--- src/design/fpes_pkg.sv ---
// constants and types shared by the flash host controller files
// assumes a 200 MHz system clock and a byte-wide parallel flash
package fpes_pkg;

    // ************************************************************
    // bus widths and clock
    // ************************************************************
    localparam int ADDR_W = 17;
    localparam int DATA_W = 8;
    localparam int CLK_NS = 5;
    localparam int CNT_W  = 8;
    localparam int TMO_W  = 36;
    localparam int STEP_W = 3;

    // ************************************************************
    // bus cycle timing, slowest speed grade so every part works
    // ************************************************************
    localparam int T_WP_NS  = 35;
    localparam int T_WC_NS  = 90;
    localparam int T_ACC_NS = 90;
    localparam int T_OEH_NS = 10;
    localparam int WP_CYC   = (T_WP_NS + CLK_NS - 1) / CLK_NS;
    localparam int WC_CYC   = (T_WC_NS + CLK_NS - 1) / CLK_NS;
    localparam int WH_CYC   = WC_CYC - WP_CYC;  // also covers pulse high time
    localparam int ACC_CYC  = (T_ACC_NS + CLK_NS - 1) / CLK_NS;
    localparam int OEH_CYC  = (T_OEH_NS + CLK_NS - 1) / CLK_NS;

    // ************************************************************
    // embedded algorithm limits
    // ************************************************************
    localparam longint NS_PER_US      = 1000;
    localparam longint NS_PER_S       = 1000000000;
    localparam longint T_PROG_MAX_US  = 300;
    localparam longint T_SECT_MAX_S   = 15;
    localparam longint T_CHIP_TYP_S   = 6;
    localparam longint PREPROG_FACTOR = 2;
    localparam longint CHIP_MARGIN    = 10;
    localparam longint PROG_TMO_CYC   = T_PROG_MAX_US * NS_PER_US / CLK_NS;
    localparam longint SECT_TMO_CYC   = T_SECT_MAX_S * NS_PER_S / CLK_NS * PREPROG_FACTOR;
    localparam longint CHIP_TMO_CYC   = T_CHIP_TYP_S * NS_PER_S / CLK_NS * CHIP_MARGIN;

    // ************************************************************
    // status bits and command sequence shape
    // ************************************************************
    localparam int POLL_BIT   = 7;
    localparam int TOGGLE_BIT = 6;
    localparam logic [DATA_W-1:0] ERASED_BYTE = 8'hff;
    localparam logic [STEP_W-1:0] LAST_PROG_LONG  = 3'h3;
    localparam logic [STEP_W-1:0] LAST_PROG_SHORT = 3'h1;
    localparam logic [STEP_W-1:0] LAST_ERASE      = 3'h5;
    localparam logic [STEP_W-1:0] LAST_BYP_ENTER  = 3'h2;
    localparam logic [STEP_W-1:0] LAST_BYP_EXIT   = 3'h1;
    localparam logic [STEP_W-1:0] LAST_NONE       = 3'h0;

    typedef enum logic [2:0] {
        OP_PROG,
        OP_SECT_ERASE,
        OP_CHIP_ERASE,
        OP_READ,
        OP_BYP_ENTER,
        OP_BYP_EXIT
    } fpes_op_e;

endpackage

--- src/design/fpes_bus_cycle.sv ---
// one timed read or write cycle on the flash pins
// assumes requests arrive only while the previous cycle has finished
`timescale 1ns/1ps
module fpes_bus_cycle
    import fpes_pkg::*;
(
    // clock and reset
    input  wire logic              clk_sys,
    input  wire logic              rst,
    // cycle request and answer
    input  wire logic              req,
    input  wire logic              req_wr,
    input  wire logic              req_ce,
    input  wire logic [ADDR_W-1:0] req_addr,
    input  wire logic [DATA_W-1:0] req_data,
    output logic                   done,
    output logic [DATA_W-1:0]      rdata,
    // flash pins
    output logic [ADDR_W-1:0]      fl_addr,
    output logic [DATA_W-1:0]      fl_dq_o,
    output logic                   fl_dq_drive_n,
    input  wire logic [DATA_W-1:0] fl_dq_i,
    output logic                   fl_ce_n,
    output logic                   fl_we_n,
    output logic                   fl_oe_n
);

    // ************************************************************
    // state
    // ************************************************************
    typedef enum logic [1:0] {BC_IDLE, BC_SETUP, BC_PULSE, BC_HOLD} fpes_bc_e;
    typedef struct packed {
        fpes_bc_e          st;
        logic [CNT_W-1:0]  cnt;
        logic              wr;
        logic              ce_mode;
        logic [ADDR_W-1:0] addr;
        logic [DATA_W-1:0] dq_o;
        logic              drive_n;
        logic              ce_n;
        logic              we_n;
        logic              oe_n;
        logic              done;
        logic [DATA_W-1:0] rdata;
    } fpes_bc_s;

    fpes_bc_s s;
    fpes_bc_s next_s;

    // sequencing of strobes; ce_mode picks chip select as the delimiting strobe
    always_comb begin
        next_s = s;
        next_s.done = 1'b0;
        case (s.st)
            BC_IDLE: begin
                if (req) begin
                    next_s.st      = BC_SETUP;
                    next_s.wr      = req_wr;
                    next_s.ce_mode = req_ce;
                    next_s.addr    = req_addr;
                    next_s.dq_o    = req_data;
                    next_s.drive_n = !req_wr;
                    // the strobe that does not delimit the cycle settles first
                    next_s.ce_n    = req_ce;
                    next_s.we_n    = !(req_wr && req_ce);
                    next_s.oe_n    = !(!req_wr && req_ce);
                end
            end
            BC_SETUP: begin
                next_s.st  = BC_PULSE;
                next_s.cnt = s.wr ? CNT_W'(WP_CYC - 1) : CNT_W'(ACC_CYC - 1);
                if (s.ce_mode) begin
                    next_s.ce_n = 1'b0;
                end else if (s.wr) begin
                    next_s.we_n = 1'b0;
                end else begin
                    next_s.oe_n = 1'b0;
                end
            end
            BC_PULSE: begin
                if (s.cnt == '0) begin
                    next_s.st  = BC_HOLD;
                    next_s.cnt = s.wr ? CNT_W'(WH_CYC - 1) : CNT_W'(OEH_CYC - 1);
                    if (s.ce_mode) begin
                        next_s.ce_n = 1'b1;
                    end else if (s.wr) begin
                        next_s.we_n = 1'b1;
                    end else begin
                        next_s.oe_n = 1'b1;
                    end
                    if (!s.wr) begin
                        next_s.rdata = fl_dq_i;  // sampled a full access time in
                    end
                end else begin
                    next_s.cnt = CNT_W'(s.cnt - 1'b1);
                end
            end
            default: begin
                if (s.cnt == '0) begin
                    next_s.st      = BC_IDLE;
                    next_s.done    = 1'b1;
                    next_s.ce_n    = 1'b1;
                    next_s.we_n    = 1'b1;
                    next_s.oe_n    = 1'b1;
                    next_s.drive_n = 1'b1;
                end else begin
                    next_s.cnt = CNT_W'(s.cnt - 1'b1);
                end
            end
        endcase
    end

    // state register; all strobes idle high after reset
    always_ff @(posedge clk_sys or posedge rst) begin
        if (rst) begin
            s         <= '0;
            s.st      <= BC_IDLE;
            s.drive_n <= 1'b1;
            s.ce_n    <= 1'b1;
            s.we_n    <= 1'b1;
            s.oe_n    <= 1'b1;
        end else begin
            s <= next_s;
        end
    end

    // pins and answer straight from flops
    assign done          = s.done;
    assign rdata         = s.rdata;
    assign fl_addr       = s.addr;
    assign fl_dq_o       = s.dq_o;
    assign fl_dq_drive_n = s.drive_n;
    assign fl_ce_n       = s.ce_n;
    assign fl_we_n       = s.we_n;
    assign fl_oe_n       = s.oe_n;

    // ************************************************************
    // checks
    // ************************************************************
    // ce strobed write
    a_ce_write_strobe: assert property (
        @(posedge clk_sys) disable iff (rst)
        ($fell(fl_ce_n) && !fl_we_n) |->
            (!fl_ce_n && !fl_we_n) [*7] ##1 (fl_ce_n && !fl_we_n))
        else $error("chip select write pulse malformed");

    a_read_strobe_edge: assert property (
        @(posedge clk_sys) disable iff (rst)
        (($fell(fl_oe_n) && !fl_ce_n) || ($fell(fl_ce_n) && !fl_oe_n)) |->
            ##17 (!fl_ce_n && !fl_oe_n) ##1 (fl_ce_n || fl_oe_n))
        else $error("status read strobe not pulsed");

    a_no_bus_fight: assert property (
        @(posedge clk_sys) disable iff (rst)
        !fl_oe_n |-> fl_dq_drive_n)
        else $error("data driven while flash outputs enabled");

endmodule

--- src/design/fpes_flash_ctrl.sv ---
// host controller issuing program and erase sequences to a parallel flash
// and polling its status bits until completion or timeout
// assumes the flash pins are synchronous to clk_sys and one flash on the bus
`timescale 1ns/1ps

// Functional notes
// - status reads strobed by output or chip
// - program command is two or four writes
// - toggle any address, poll bit valid address
// - chip select may delimit write cycles
// - sector address on last erase write
module fpes_flash_ctrl
    import fpes_pkg::*;
#(
    parameter logic [TMO_W-1:0]  PROG_TMO      = TMO_W'(PROG_TMO_CYC),
    parameter logic [TMO_W-1:0]  SECT_TMO      = TMO_W'(SECT_TMO_CYC),
    parameter logic [TMO_W-1:0]  CHIP_TMO      = TMO_W'(CHIP_TMO_CYC),
    parameter logic [ADDR_W-1:0] UNLOCK_ADDR1  = 17'h0_0555,
    parameter logic [ADDR_W-1:0] UNLOCK_ADDR2  = 17'h0_02aa,
    parameter logic [DATA_W-1:0] CMD_UNLOCK1   = 8'haa,
    parameter logic [DATA_W-1:0] CMD_UNLOCK2   = 8'h55,
    parameter logic [DATA_W-1:0] CMD_PROG      = 8'ha0,
    parameter logic [DATA_W-1:0] CMD_ERASE     = 8'h80,
    parameter logic [DATA_W-1:0] CMD_SECT      = 8'h30,
    parameter logic [DATA_W-1:0] CMD_CHIP      = 8'h10,
    parameter logic [DATA_W-1:0] CMD_BYP_ENTER = 8'h20,
    parameter logic [DATA_W-1:0] CMD_BYP_EXIT1 = 8'h90,
    parameter logic [DATA_W-1:0] CMD_BYP_EXIT2 = 8'h00
) (
    // clock and reset
    input  wire logic              clk_sys,
    input  wire logic              rst,
    // user command
    input  wire logic              cmd_valid,
    output logic                   cmd_ready,
    input  wire fpes_op_e          cmd_op,
    input  wire logic [ADDR_W-1:0] cmd_addr,
    input  wire logic [DATA_W-1:0] cmd_data,
    input  wire logic              cmd_bypass,
    input  wire logic              cmd_ce_write,
    input  wire logic              cmd_poll_toggle,
    input  wire logic              cmd_poll_by_ce,
    // result
    output logic                   rsp_valid,
    output logic                   rsp_timeout,
    output logic [DATA_W-1:0]      rsp_data,
    // flash pins
    output logic [ADDR_W-1:0]      fl_addr,
    output logic [DATA_W-1:0]      fl_dq_o,
    output logic                   fl_dq_drive_n,
    input  wire logic [DATA_W-1:0] fl_dq_i,
    output logic                   fl_ce_n,
    output logic                   fl_we_n,
    output logic                   fl_oe_n
);

    // ************************************************************
    // state
    // ************************************************************
    typedef enum logic [2:0] {
        M_IDLE, M_WRITE, M_WAIT_W, M_POLL, M_WAIT_P, M_FINAL, M_WAIT_F
    } fpes_main_e;

    typedef struct packed {
        fpes_main_e        st;
        fpes_op_e          op;
        logic [ADDR_W-1:0] addr;
        logic [DATA_W-1:0] data;
        logic              byp;
        logic              ce_wr;
        logic              tog;
        logic              by_ce;
        logic [STEP_W-1:0] step;
        logic              have_prev;
        logic              prev_tog;
        logic [TMO_W-1:0]  tmo;
        logic              rsp_valid;
        logic              rsp_timeout;
        logic [DATA_W-1:0] rsp_data;
    } fpes_main_s;

    fpes_main_s s;
    fpes_main_s next_s;

    logic              req;
    logic              req_wr;
    logic              req_ce;
    logic [ADDR_W-1:0] req_addr;
    logic [DATA_W-1:0] req_data;
    logic              bus_done;
    logic [DATA_W-1:0] bus_rdata;
    logic [TMO_W-1:0]  limit;
    logic              tmo_over;
    logic [STEP_W-1:0] last;
    logic              expect_bit;
    logic              complete;

    // ************************************************************
    // command sequence tables
    // ************************************************************
    // address and data of one write of the sequence
    function automatic logic [ADDR_W+DATA_W-1:0] step_word(
        input fpes_op_e          op,
        input logic [STEP_W-1:0] step,
        input logic              byp,
        input logic [ADDR_W-1:0] a,
        input logic [DATA_W-1:0] d
    );
        logic [ADDR_W+DATA_W-1:0] w;
        w = {a, d};
        case (step)
            3'h0: w = {UNLOCK_ADDR1, CMD_UNLOCK1};
            3'h1: w = {UNLOCK_ADDR2, CMD_UNLOCK2};
            3'h2: w = {UNLOCK_ADDR1, (op == OP_PROG) ? CMD_PROG :
                       (op == OP_BYP_ENTER) ? CMD_BYP_ENTER : CMD_ERASE};
            3'h3: w = (op == OP_PROG) ? {a, d} : {UNLOCK_ADDR1, CMD_UNLOCK1};
            3'h4: w = {UNLOCK_ADDR2, CMD_UNLOCK2};
            default: w = (op == OP_SECT_ERASE) ? {a, CMD_SECT} : {UNLOCK_ADDR1, CMD_CHIP};
        endcase
        if (op == OP_PROG && byp) begin
            w = (step == '0) ? {a, CMD_PROG} : {a, d};
        end
        if (op == OP_BYP_EXIT) begin
            w = {a, (step == '0) ? CMD_BYP_EXIT1 : CMD_BYP_EXIT2};
        end
        return w;
    endfunction

    // index of the final write for each operation
    always_comb begin
        case (s.op)
            OP_PROG:       last = s.byp ? LAST_PROG_SHORT : LAST_PROG_LONG;
            OP_SECT_ERASE: last = LAST_ERASE;
            OP_CHIP_ERASE: last = LAST_ERASE;
            OP_BYP_ENTER:  last = LAST_BYP_ENTER;
            OP_BYP_EXIT:   last = LAST_BYP_EXIT;
            default:       last = LAST_NONE;
        endcase
    end

    always_comb begin
        if (s.op == OP_PROG) begin
            limit = PROG_TMO;
        end else if (s.op == OP_SECT_ERASE) begin
            limit = SECT_TMO;  // doubled since zero preprogramming is extra
        end else begin
            limit = CHIP_TMO;  // no maximum exists, so a wide margin on typical
        end
    end
    assign tmo_over = (s.tmo >= limit);

    assign expect_bit = (s.op == OP_PROG) ? s.data[POLL_BIT] : ERASED_BYTE[POLL_BIT];
    assign complete = s.tog ? (s.have_prev && (bus_rdata[TOGGLE_BIT] == s.prev_tog))
                            : (bus_rdata[POLL_BIT] == expect_bit);

    // ************************************************************
    // sequencer
    // ************************************************************
    always_comb begin
        next_s = s;
        next_s.rsp_valid   = 1'b0;
        next_s.rsp_timeout = 1'b0;
        req      = 1'b0;
        req_wr   = 1'b0;
        req_ce   = s.by_ce;
        req_addr = s.addr;
        req_data = s.data;
        if (s.st == M_POLL || s.st == M_WAIT_P) begin
            next_s.tmo = TMO_W'(s.tmo + 1'b1);
        end
        case (s.st)
            M_IDLE: begin
                if (cmd_valid) begin
                    next_s.op    = cmd_op;
                    next_s.addr  = cmd_addr;
                    next_s.data  = cmd_data;
                    next_s.byp   = cmd_bypass;
                    next_s.ce_wr = cmd_ce_write;
                    next_s.tog   = cmd_poll_toggle;
                    next_s.by_ce = cmd_poll_by_ce;
                    next_s.step  = '0;
                    next_s.st    = (cmd_op == OP_READ) ? M_FINAL : M_WRITE;
                end
            end
            M_WRITE: begin
                req    = 1'b1;
                req_wr = 1'b1;
                req_ce = s.ce_wr;
                {req_addr, req_data} = step_word(s.op, s.step, s.byp, s.addr, s.data);
                next_s.st = M_WAIT_W;
            end
            M_WAIT_W: begin
                if (bus_done) begin
                    if (s.step != last) begin
                        next_s.step = STEP_W'(s.step + 1'b1);
                        next_s.st   = M_WRITE;
                    end else if (s.op == OP_PROG || s.op == OP_SECT_ERASE ||
                                 s.op == OP_CHIP_ERASE) begin
                        next_s.st        = M_POLL;
                        next_s.tmo       = '0;
                        next_s.have_prev = 1'b0;
                    end else begin
                        next_s.st        = M_IDLE;
                        next_s.rsp_valid = 1'b1;
                    end
                end
            end
            M_POLL: begin
                req       = 1'b1;
                next_s.st = M_WAIT_P;
            end
            M_WAIT_P: begin
                if (bus_done) begin
                    next_s.prev_tog  = bus_rdata[TOGGLE_BIT];
                    next_s.have_prev = 1'b1;
                    if (complete) begin
                        next_s.st = M_FINAL;
                    end else if (tmo_over) begin
                        next_s.st          = M_IDLE;
                        next_s.rsp_valid   = 1'b1;
                        next_s.rsp_timeout = 1'b1;
                        next_s.rsp_data    = bus_rdata;
                    end else begin
                        next_s.st = M_POLL;
                    end
                end
            end
            M_FINAL: begin
                req       = 1'b1;
                next_s.st = M_WAIT_F;
            end
            default: begin
                if (bus_done) begin
                    next_s.st        = M_IDLE;
                    next_s.rsp_valid = 1'b1;
                    next_s.rsp_data  = bus_rdata;
                end
            end
        endcase
    end

    always_ff @(posedge clk_sys or posedge rst) begin
        if (rst) begin
            s    <= '0;
            s.st <= M_IDLE;
            s.op <= OP_READ;
        end else begin
            s <= next_s;
        end
    end

    assign cmd_ready   = (s.st == M_IDLE);
    assign rsp_valid   = s.rsp_valid;
    assign rsp_timeout = s.rsp_timeout;
    assign rsp_data    = s.rsp_data;

    // ************************************************************
    // pin timing engine
    // ************************************************************
    fpes_bus_cycle u_cycle (
        .clk_sys       (clk_sys),
        .rst           (rst),
        .req           (req),
        .req_wr        (req_wr),
        .req_ce        (req_ce),
        .req_addr      (req_addr),
        .req_data      (req_data),
        .done          (bus_done),
        .rdata         (bus_rdata),
        .fl_addr       (fl_addr),
        .fl_dq_o       (fl_dq_o),
        .fl_dq_drive_n (fl_dq_drive_n),
        .fl_dq_i       (fl_dq_i),
        .fl_ce_n       (fl_ce_n),
        .fl_we_n       (fl_we_n),
        .fl_oe_n       (fl_oe_n)
    );

    // ************************************************************
    // checks
    // ************************************************************
    // program write count
    a_prog_seq_len: assert property (
        @(posedge clk_sys) disable iff (rst)
        (s.st == M_POLL && $past(s.st) == M_WAIT_W && s.op == OP_PROG) |->
            ($past(s.step) == (s.byp ? LAST_PROG_SHORT : LAST_PROG_LONG)))
        else $error("program sequence has wrong write count");

    a_sector_addr_last: assert property (
        @(posedge clk_sys) disable iff (rst)
        (req && req_wr && s.op == OP_SECT_ERASE && s.step == LAST_ERASE) |->
            (req_addr == s.addr) ##2 (fl_addr == s.addr))
        else $error("sector address missing on final erase write");

    a_poll_valid_addr: assert property (
        @(posedge clk_sys) disable iff (rst)
        (s.st == M_POLL && !s.tog) |-> ##1 (req_addr == s.addr) ##1 (fl_addr == s.addr))
        else $error("data poll read at wrong address");

    a_timeout_cause: assert property (
        @(posedge clk_sys) disable iff (rst)
        (rsp_valid && rsp_timeout) |-> $past(tmo_over))
        else $error("timeout reported before limit");

    a_cmd_accept_once: assert property (
        @(posedge clk_sys) disable iff (rst)
        (cmd_valid && cmd_ready) |=> !cmd_ready [*2])
        else $error("second command taken while busy");

endmodule

--- config.mk ---
export PLATFORM = sky130hd
export DESIGN_NAME = fpes_flash_ctrl
export DESIGN_NICKNAME = d
export VERILOG_FILES = /design/src/design/fpes_pkg.sv /design/src/design/fpes_bus_cycle.sv /design/src/design/fpes_flash_ctrl.sv
export SDC_FILE = /design/constraint.sdc
export NUM_CORES = 1
export LEC_CHECK = 0
export ABC_CLOCK_PERIOD_IN_PS = 2600
export BUFFER_PORTS_ARGS = -buffer_cell sky130_fd_sc_hd__buf_2
export CAP_MARGIN = 20
export CORE_UTILIZATION = 54
export DETAILED_ROUTE_END_ITERATION = 10
export HOLD_SLACK_MARGIN = 0.02
export PLACE_DENSITY = 0.83
export SYNTH_ARGS = -nofsm -noshare
export SYNTH_HDL_FRONTEND = slang
export SYNTH_HIERARCHICAL = 1
export SYNTH_SLANG_ARGS = --single-unit
--- constraint.sdc ---
create_clock -name clk_sys -period 2.6 [get_ports clk_sys]
set_input_delay 0.26 -clock clk_sys [delete_from_list [all_inputs] [get_ports clk_sys]]
set_output_delay 0.26 -clock clk_sys [all_outputs]
set_load 0.1 [all_outputs]
### Word level (Yosys, flattened, before mapping)

Cells that the tools add are included.

* register bits: 136
* output and inout port bits: 40
* logic and storage cells: 188
* bits of input ports: 43

* multiplexer cells: 74
* add/sub/neg operators: 3
* eq/ne operators: 38
* reduce and logical (&&, ||, !) cells: 41
* bitwise logic cells: 4
* magnitude comparators: 1

Operators with widths (number)
* $mux 36: 3
* $mux 25: 4
* $pmux 25 s4: 1
* $mux 37: 2
* $mux 34: 2
* $mux 8: 8
* $mux 38: 1
* $add 36x1->36 const B: 1
* $ge 36x36->1: 1
* $mux 10: 3
* $mux 3: 8
* $pmux 8 s3: 1
* $ne 2x2->1 const B: 11
* $eq 3x2->1 const B: 6
* $mux 2: 9
* $pmux 3 s6: 1
* $mux 1: 17
* $mux 17: 1
* $pmux 8 s2: 1
* $eq 3x3->1 const B: 5
* $ne 2x1->1 const B: 7
* $reduce_and 7->1: 2
* $mux 4: 3
* $pmux 3 s4: 1
* 32 further kinds: 62

### Longest topological paths before layout

Gate-level depths: netlist (run 1).

* word-level depth: 8
* mapped depth: 12
* gate-level depth less buffers: 11

### Cells and area by module

Netlist (run 1), hierarchy kept.

Modules (own cells, without submodules)
* fpes_flash_ctrl: times used 1, area each 5421.4 um^2, cells each 615, seq. area each 2154.6 um^2
* fpes_bus_cycle: times used 1, area each 2655.0 um^2, cells each 225, seq. area each 1256.2 um^2

### Worst setup path after synthesis (run 1)

Ideal clock, no wire load.

* path type: reg-to-reg
* start: register, netlist name s[84]
* end: register, netlist name s[69]
* path slack: -0.988 ns
* setup time: 0.117 ns
* buffers on the path: 3
* data arrival time: 3.471 ns
* period minus slack after synthesis: 3.588 ns
* cell stages (with the launch flop): 8
* data required time: 2.483 ns
* cell sequence: dfrtp_1 > buf_2 > nor3_1 > nand2_1 > clkbuf_1 > clkbuf_1 > nand2_1 > nand2_1

==> results of run 1 <==
==> worst register-to-register path: cells and delay by family, from the launching register on <==
kind / cells / cell delay, ns
flops: 1 / 0.55
mux: 1 / 0.32
simple gates: 5 / 0.97
fa+ha+maj: 1 / 0.26
buf+inv: 2 / 0.25
compound gates: 1 / 0.21
==> layout make-up <==
type	count	share of cell area (%)
well taps	184	2.45
flip-flops and latches	136	36.3
clock inverters	15	1.72
repair buffers	145	10.1
clock buffers	17	4.53
inverters	30	1.25
multi-input cells	597	43.6
==> layer usage <==
metal | routed length [um] | part of all wire [%] | vias up
met4 | 502 | 2.7 | 0
met3 | 1060 | 5.7 | 44
met5 | 0 | 0 | -
met2 | 8670 | 47 | 225
met1 | 8170 | 44 | 3148
li1 | - | - | 3060
==> worst max path at each step <==
stage	slack, ns	from	depth (start not counted)	end
after floorplan	-0.12	s[81]	12	rsp_data[0]
after global placement	-0.03	s[80]	10	rsp_data[0]
after detailed placement	-0.07	s[80]	10	rsp_data[0]
after CTS	-0.07	s[80]	8	rsp_data[0]
after global routing	-0.20	s[81]	12	rsp_data[0]
final	-0.08	s[80]	10	rsp_data[5]
==> sequential cells by signal (all words and copies together) (netlist names), 8 cells and up <==
register and cells:
s 76, u_cycle/rdata 8, u_cycle/fl_dq_o 8, rsp_data 8, u_cycle/fl_addr 17, u_cycle/s 12
==> power by group through the flow <==
stage                     sequential [uW]  clock, uW  combinational (uW)
after floorplan                      3500          0                5320
after global placement               3430          0                6140
after detailed placement             3480          0                6260
after CTS                            3450       2430                6430
after global routing                 3550       2530                7070
final                                3470       2380                6540
==> timing repair <==
action                     CTS  global route
pin swaps                    2             4
setup buffers                2             1
setup endpoints to repair    8            29
hold buffers                22             0
hold endpoints to repair    93             0
gates resized for setup      4             8
==> metrics by stage <==
step | total power (uW) | std cells | hold slack [ns]
6_report | 12400 | 1124 | 0.0376
5_1_grt | 13200 | 1124 | 0.0359
4_1_cts | 12300 | 1123 | 0.0224
3_5_place_dp | 9730 | 1067 | 0.415
3_3_place_gp | 9570 | 1067 | 0.411
2_1_floorplan | 8810 | 840 | 0.343
==> cell families after synthesis <==
kind of cell	share of synthesized area [%]
and+or+nand+nor	21.2
AOI/OAI and AO/OA	11.8
DFF	42.2
buffers and inverters	8.26
muxes	7.82
adders and majority gates	5.11
xor gates and xnor gates	3.56
==> placed cells by master (no fill, tap or decap), types with 4 or more instances in the layout <==
master and n:
and2_1 7, a31oi_1 5, nor3_2 6, nand4b_1 6, clkbuf_16 17, dlygate4sd3_1 22, or3_1 10, nand2_1 133
mux2_4 16, o21ai_0 40, nand3_1 18, buf_2 82, o211ai_1 6, a22o_1 6, a21oi_1 36, inv_1 27
buf_4 40, dfrtp_1 130, mux2_2 33, dfstp_2 6, nand2b_1 8, nand4_1 10, a211oi_1 5, nor3_1 17
inv_6 5, ha_1 32, a21o_1 7, inv_8 4, and3_1 10, o22ai_1 4, xor2_1 18, nor2b_1 5
xnor2_1 13, nor2_1 66
==> flow_summary.yaml, run 1 <==
logic_synthesis:
  syn_area_um2: 8080
  yosys_warnings: 6
  syn-num-nets: 916
  yosysSeqAreaShare_pct: 42.2
  synth_top_cell_area_share_pct: 40.3
  synthFlopType: "dfrtp_1"
  synthesized_flop_and_latch_total: 136
  yosys.area.top_type: "dfrtp_1"
  yosys.cell_count.top_type: "nand2_1"
  synthesis.area_per_instance_um2: 9.61
  synth_common_cells: "nand2_1, dfrtp_1, nor2_1"
  synthArstFlopShare_pct: 100
  synth_cells: 840
  synthTopCellsByArea: "dfrtp_1, nand2_1, ha_1, mux2_2, buf_4"
  synth.lib_cells_used.distinct: 78
  synth_enable_flop_cells: 0
sta:
  highest_clock_rate_mhz: 373
  post-route-min-period_ns: 2.68
  slew-limit-headroom_pct: 44.0
  hold_viol_final: 0
  worst_clock_skew_ns: 0.00805
  timing_worst_slew_pin_value_ns: 0.840
  final.period_utilization_pct: 103
  setup_viol_count_final: 8
  drv_slew: 0
  setup_slack_ns: -0.0839
  setup_repair_after_global_routing_missed_its_margin: "true"
  setup-tns-final_ns: -0.612
critical_path:
  cp_slowest_stage_delay_ns: 0.55
  setup_slack_of_the_worst_register_to_register_path_ns: -0.08
  number_of_buffers_and_inverters_on_the_critical_path: 2
  timing.critical_path.to_type: "register"
  crit_chain: "or3_4 > clkinvlp_4 > buf_12 > ha_4 > nand2_2 > or4_4 > o211ai_2 > nand3_2 > nand3_4 > mux2_4"
  crit_path_top_delay_cell: "dfstp_2"
  worstPathMaxFanout: 8
  cp-start-kind: "register"
  worst_ep_arrival_time_ns: 2.99
  r2r-end: "rsp_data[5]"
  worst_r2r_path_cells: 10
  crit_required_ns: 2.91
  worstReg2RegStart: "s[80]"
  critPathKind: "reg2reg"
  worst_path_dominant_cell_family: "simple AND/OR/NAND/NOR gates"
detailed_routing:
  route.detailed.vias_per_inst: 5.76
  drt_pass1_iterations: 6
  drt_drc_violations_left: 0
  route.final.wire_length_um: 18400
  drt_iter0_markers: 640
  vias: 6477
  antenna_violating_nets_post_route: 0
  wl_per_cell_um: 16.4
global_route:
  grt_util_met1_pct: 32.8
  gr-usage-met2_pct: 39.9
  gr-max-usage-layer: "met2"
  grt_overflow: 0
  use_met3_pct: 6.01
  via_count_of_the_first_global_routing_pass: 6460
  grt_antenna_before_repair: 0
  grt_max_degree: 49
  grt.total_usage_pct: 25.0
  grt_first_pass_wirelength_um: 31300
power_and_ir_drop:
  power_report.internal_total_uw: 6460
  total_leakage_power_uw: 0.00459
  power_per_cell_area_nw_per_um2: 1320
  netSwitchingPower_uw: 5940
  seq_power_share_pct: 28.0
  power_switching_share_pct: 47.9
  share_comb_of_total_power_pct: 52.8
  clock_power_share_pct: 19.2
  ir_drop_worst_vdd_v: 0.00129
place:
  place_area_um2: 8490
  finalWeightedCongestion: 0.895
  place_ws_ns: -0.0655
  hpwlAfterDp_um: 12600
  numPortBuffers: 82
finish:
  fraction_of_layout_cells_with_a_size_suffix_above_1_pct: 27.7
  ff_latch_area_um2: 3410
  post-route-util_pct: 64.3
  final_area_um2: 9390
  insertedDiodeCount: 0
  layout.filler_cells: 1097
  multiInputGateArea_um2: 4090
  finish.net_count: 1003
  synthToLayoutAreaGrowth_pct: 16.2
clock_network:
  cts.reportedPaths.clkPinSlew_ns: 0.06
  clkLatencyLatePin_ns: 0.43
  root_buffer: "clkbuf_16"
  cts_buffers: 17
  htree_levels: 4
  cts_buffer_depth: 2
  cts_num_sinks: 136
  tritoncts: "yes"
floorplanning:
  io-pin-count: 83
  design.core.area_um2: 14600
  chipWidth_um: 124
  fp-row-count: 44
  die_y_um: 124
  design.die.area_um2: 15400
  initial_utilization_pct: 55.4
worst_hold_path:
  hold_path_endpoint: "s[67]"
  timing.hold.worst.start: "cmd_addr[4]"
  hold_path_class: "in2reg"
  worst_hold_path.num_cells: 3
run_status:
  violated_checks: "setup timing"
  run_status: "complete, but fails checks"
flow_run:
  drv_cap: 0
Note: power is estimated with default switching activity, not from simulation.
==> run 2: changes to the inputs <==
CELL_PAD_IN_SITES_DETAIL_PLACEMENT = 1   (was default)
CELL_PAD_IN_SITES_GLOBAL_PLACEMENT = 2   (was default)
CORE_UTILIZATION = 34   (was 54)
CTS_BUF_LIST = sky130_fd_sc_hd__clkbuf_16   (was default)
PLACE_DENSITY = 0.82   (was 0.83)
==> run 2 against run 1 <==
Compared with the run above: the flow still finishes with violations (setup timing); die area grew 58%; via count down 2.9%; design area grew 3.3%; non-clock buffer count decreased by 4; maximum frequency shrank 1.9%; sequential share of layout area is 1.2 points lower; clock skew up 0.0019 ns; largest power group unchanged; highest routed layer unchanged.
==> flow_summary.yaml, run 2 (synthesized netlist as in run 1, its figures left out) <==
critical_path:
  worstReg2RegStart: "s[82]"
  r2r-end: "rsp_data[0]"
  crit_chain: "or3_4 > ha_1 > a211oi_2 > o22ai_2 > a2111o_1 > nand4_2 > nand3_4 > mux2_4"
  number_of_buffers_and_inverters_on_the_critical_path: 0
  worst_r2r_path_cells: 8
  worst_ep_arrival_time_ns: 3.04
  cp-start-kind: "register"
  setup_slack_of_the_worst_register_to_register_path_ns: -0.13
  worst_path_dominant_cell_family: "compound AO/OA/AOI/OAI gates"
  crit_required_ns: 2.90
  crit_path_top_delay_cell: "a2111o_1"
  timing.critical_path.to_type: "register"
  cp_slowest_stage_delay_ns: 0.46
  worstPathMaxFanout: 8
  critPathKind: "reg2reg"
global_route:
  grt_overflow: 0
  grt_first_pass_wirelength_um: 35500
  grt.total_usage_pct: 18.5
  grt_antenna_before_repair: 3
  grt_max_degree: 45
  via_count_of_the_first_global_routing_pass: 6760
sta:
  final.period_utilization_pct: 105
  highest_clock_rate_mhz: 366
  drv_slew: 0
  setup_viol_count_final: 12
  hold_viol_final: 0
  setup_slack_ns: -0.135
  timing_worst_slew_pin_value_ns: 0.576
  setup_repair_after_global_routing_missed_its_margin: "true"
  worst_clock_skew_ns: 0.00999
  hold_slack_ns: 0.0294
  post-route-min-period_ns: 2.73
  slew-limit-headroom_pct: 61.6
detailed_routing:
  antenna_violating_nets_post_route: 0
  vias: 6289
  route.detailed.vias_per_inst: 5.00
  drt_pass1_iterations: 5
  route.final.wire_length_um: 21100
  drt_iter0_markers: 261
  drt_drc_violations_left: 0
  wl_per_cell_um: 16.8
worst_hold_path:
  worst_hold_path.num_cells: 3
  hold_path_endpoint: "s[64]"
  hold_path_class: "in2reg"
  timing.hold.worst.start: "cmd_addr[1]"
finish:
  largest_reg_flops: 76
  post-route-util_pct: 41.4
  fraction_of_layout_cells_with_a_size_suffix_above_1_pct: 29.2
  synthToLayoutAreaGrowth_pct: 20.0
  most_common_cell_after_layout_fill_and_taps_aside: "nand2_1"
  final_area_um2: 9700
  highest_count_cells_in_the_layout_ignoring_fill_and_taps: "nand2_1, dfrtp_1, buf_2"
  multiInputGateArea_um2: 4190
  layout.filler_cells: 2736
  ff_latch_area_um2: 3410
  top_register: "s"
  finish.net_count: 999
flow_run:
  drv_cap: 0
floorplanning:
  fp-row-count: 56
  die_y_um: 156
  design.core.area_um2: 23400
  chipWidth_um: 156
  io-pin-count: 83
  initial_utilization_pct: 34.5
  design.die.area_um2: 24400
place:
  hpwlAfterDp_um: 15200
  place_area_um2: 8710
  numPortBuffers: 82
  finalWeightedCongestion: 0.783
clock_network:
  cts.reportedPaths.clkPinSlew_ns: 0.07
  htree_levels: 4
  cts_buffers: 17
  root_buffer: "clkbuf_16"
  clkLatencyLatePin_ns: 0.43
  cts_buffer_depth: 2
  tritoncts: "yes"
  cts_num_sinks: 136
power_and_ir_drop:
  total_leakage_power_uw: 0.00461
  power_per_cell_area_nw_per_um2: 1320
  ir_drop_worst_vdd_v: 0.000949
run_status:
  violated_checks: "setup timing"
  run_status: "complete, but fails checks"
## run 2: cell types whose count changed in the layout (fill, tap and decap cells not counted), moves of 4 or more
cell           before  now
ha_4                1    5
buf_6               0    4
ha_1               32   28
dlygate4sd3_1      22   15
buf_4              40   36
## run 2: worst max path at each step
stage                             end  slack (ns)   from  cells after the start
after CTS                 rsp_data[0]        -0.1  s[82]                     10
after global routing      rsp_data[2]       -0.24  s[82]                     10
final                     rsp_data[0]       -0.13  s[82]                      8
after detailed placement  rsp_data[2]       -0.12  s[80]                     10
after floorplan           rsp_data[0]       -0.12  s[81]                     12
after global placement    rsp_data[4]       -0.05  s[80]                     10
## run 2: timing repair
| item | 4_1_cts | 5_1_grt |
|---|---|---|
| hold endpoints to repair | 58 | 0 |
| hold buffers | 15 | 0 |
| setup endpoints to repair | 12 | 15 |
| gates resized for setup | 12 | 21 |
| buffers inserted | 4 | 3 |
| pin swaps | 7 | 8 |
## run 2: power by group
| part | switching, uW | leakage (uW) | total (uW) | internal, uW |
|---|---|---|---|---|
| Clock | 1110 | 0.000305 | 2580 | 1470 |
| Combinational | 4400 | 0.00256 | 6740 | 2340 |
| Sequential | 609 | 0.00174 | 3470 | 2860 |
| Total | 6120 | 0.00461 | 12800 | 6670 |
## run 2: final cells by class
cell class | instances | area share [%]
Antenna cell | 3 | 0.0774
Tap cell | 319 | 4.12
Clock inverter | 15 | 1.97
Clock buffer | 17 | 4.39
Timing Repair Buffer | 141 | 9.86
Multi-Input combinational cell | 597 | 43.2
Sequential cell | 136 | 35.2
Inverter | 30 | 1.23
## run 2: tightest hold or removal path: stages
cell,delay [ns]
buf_2,0.08
nand2_1,0.04
nand2_1,0.04
## run 2: per-stage QoR
step | setup WS (ns) | TNS [ns] | power, uW | cells
final | -0.135 | -1.43 | 12800 | 1258
after global routing | -0.239 | -2.68 | 13600 | 1255
after CTS | -0.0958 | -0.920 | 12800 | 1253
after detailed placement | -0.124 | -0.988 | 9990 | 1202
after global placement | -0.0543 | -0.431 | 9830 | 1202
after floorplan | -0.121 | -1.36 | 8810 | 840
## run 2: metal layers
metal	vias to the layer above	GRT usage, %	wire length (um)
met5	-	0	0
met4	0	5.32	363
met3	28	4.58	921
met2	115	30.5	9910
met1	3096	24.0	9940
li1	3050	-	-
==> run 3: changes to the inputs <==
SETUP_SLACK_MARGIN = 0.1   (was default)
==> run 3 against run 2 <==
Compared with the run above: the run still ends with setup timing left; routed wire length increased by 1.9%; via count increased by 0.57%; global-route usage increased by 0.28 points; utilization decreased by 0.10 points; non-clock buffer count increased by 6; power decreased by 2.1%; clock skew increased by 0.0059 ns; register-to-register slack improved by 0.07 ns; critical path depth increased by 1; sequential share of layout area increased by 0.086 points.
==> flow_summary.yaml, run 3 (synthesized netlist as in run 1, its figures left out) <==
run_status:
  run_status: "complete, but fails checks"
  violated_checks: "setup timing"
place:
  hpwlAfterDp_um: 14900
  finalWeightedCongestion: 0.793
  numPortBuffers: 82
critical_path:
  worst_ep_arrival_time_ns: 2.98
  worst_r2r_path_cells: 9
  worstPathMaxFanout: 8
  timing.critical_path.to_type: "register"
  cp-start-kind: "register"
  worstReg2RegStart: "s[81]"
  r2r-end: "rsp_data[5]"
  critPathKind: "reg2reg"
  crit_required_ns: 2.91
  setup_slack_of_the_worst_register_to_register_path_ns: -0.07
detailed_routing:
  antenna_violating_nets_post_route: 0
  drt_pass1_iterations: 4
  drt_drc_violations_left: 0
  drt-met1-wl_um: 10300
  vias: 6325
  wl_per_cell_um: 17.0
  top_layer_used: "met4"
  drt_iter0_markers: 288
  route.detailed.vias_per_inst: 5.00
  route.final.wire_length_um: 21500
  routed-wl-met2_um: 10100
  met3RoutedLength_um: 879
floorplanning:
  die_y_um: 156
  chipWidth_um: 156
  design.core.area_um2: 23400
  io-pin-count: 83
  design.die.area_um2: 24400
  fp-row-count: 56
  initial_utilization_pct: 34.5
sta:
  setup_slack_ns: -0.0671
  highest_clock_rate_mhz: 375
  hold_slack_ns: 0.0297
  setup_repair_after_global_routing_missed_its_margin: "true"
  timing_worst_slew_pin_value_ns: 0.585
  post-route-min-period_ns: 2.67
  final.period_utilization_pct: 103
  hold_viol_final: 0
  worst_clock_skew_ns: 0.0159
  drv_slew: 0
  slew-limit-headroom_pct: 61.0
  setup_viol_count_final: 9
clock_network:
  cts_buffer_depth: 2
  clkLatencyLatePin_ns: 0.44
  root_buffer: "clkbuf_16"
  cts.reportedPaths.clkPinSlew_ns: 0.07
  cts_num_sinks: 136
  htree_levels: 4
  cts_buffers: 17
  tritoncts: "yes"
worst_hold_path:
  hold_path_class: "in2reg"
  worst_hold_path.num_cells: 3
  hold_path_endpoint: "s[77]"
  timing.hold.worst.start: "cmd_addr[14]"
global_route:
  via_count_of_the_first_global_routing_pass: 6836
  grt_antenna_before_repair: 3
  grt_max_degree: 49
  grt_overflow: 0
  grt_first_pass_wirelength_um: 36000
  grt.total_usage_pct: 18.8
power_and_ir_drop:
  ir_drop_worst_vdd_v: 0.000843
  total_leakage_power_uw: 0.00458
  power_per_cell_area_nw_per_um2: 1290
finish:
  synthToLayoutAreaGrowth_pct: 19.8
  largest_reg_flops: 76
  top_register: "s"
  most_common_cell_after_layout_fill_and_taps_aside: "nand2_1"
  post-route-util_pct: 41.3
  fraction_of_layout_cells_with_a_size_suffix_above_1_pct: 28.6
  finish.net_count: 1005
  highest_count_cells_in_the_layout_ignoring_fill_and_taps: "nand2_1, dfrtp_1, buf_2"
  layout.filler_cells: 2716
flow_run:
  drv_cap: 0
==> run 3: changes by cell type in the layout (fill, tap and decap cells not counted), sizes merged <==
cell / delta
dlygate4sd3: +10
buf: -4
clkinv: +3
inv: -3
bufinv: -2
clkinvlp: +2
==> run 3: worst max path at each step <==
stage	to	cells after the start	slack, ns	from
global route	rsp_data[4]	9	-0.19	s[81]
finish	rsp_data[5]	9	-0.07	s[81]
detailed placement	rsp_data[3]	10	-0.09	s[81]
global placement	rsp_data[0]	10	-0.06	s[80]
floorplan	rsp_data[0]	12	-0.12	s[81]
CTS	rsp_data[3]	9	-0.08	s[81]
==> run 3: worst max-delay path, stage by stage (launching register included) <==
cell        delay, ns
dfstp_2          0.57
or3_4            0.16
clkinvlp_4       0.18
ha_4             0.32
nand2_2          0.05
or4_4            0.44
nor3_4           0.15
nand4_2          0.14
nand3_4          0.20
mux2_4           0.32
==> run 3: final cells by class <==
class	count	area (um^2)	share of cell area, %
inverters	30	119	1.23
flip-flops and latches	136	3410	35.3
clock buffers	17	425	4.40
diodes	3	7.51	0.0776
multi-input cells	597	4160	43.0
repair buffers	147	1020	10.5
well taps	319	399	4.13
clock inverters	15	131	1.36
==> run 3: routing by layer <==
layer / global-route usage [%] / vias up
li1: - / 3068
met3: 4.78 / 21
met5: 0 / -
met1: 24.4 / 3133
met2: 30.6 / 103
met4: 5.93 / 0
==> run 3: where the power goes <==
part	switching [uW]	total (uW)	internal (uW)	leakage, uW
registers	608	3470	2860	0.00174
logic	4410	6700	2290	0.00257
clock network	1090	2350	1260	0.000269
total	6110	12500	6410	0.00458
==> run 3: repair_timing <==
item | CTS | global route
buffers inserted | 1 | 2
resized for setup | 9 | 22
hold buffers | 25 | 0
pin swaps | 4 | 8
hold endpoints to repair | 52 | 0
setup endpoints to repair | 14 | 72
==> run 3: metrics by stage <==
step                      setup TNS (ns)  instance area, um^2  worst slack, ns  std cells  power [uW]
after floorplan                    -1.36                 8120           -0.121        840        8810
after global placement            -0.513                 8700          -0.0646       1201        9820
after detailed placement          -0.720                 8700          -0.0941       1201        9970
after CTS                         -0.699                 9560          -0.0840       1259       12500
after global routing               -1.97                 9670           -0.185       1262       13400
final                             -0.510                 9670          -0.0671       1264       12500
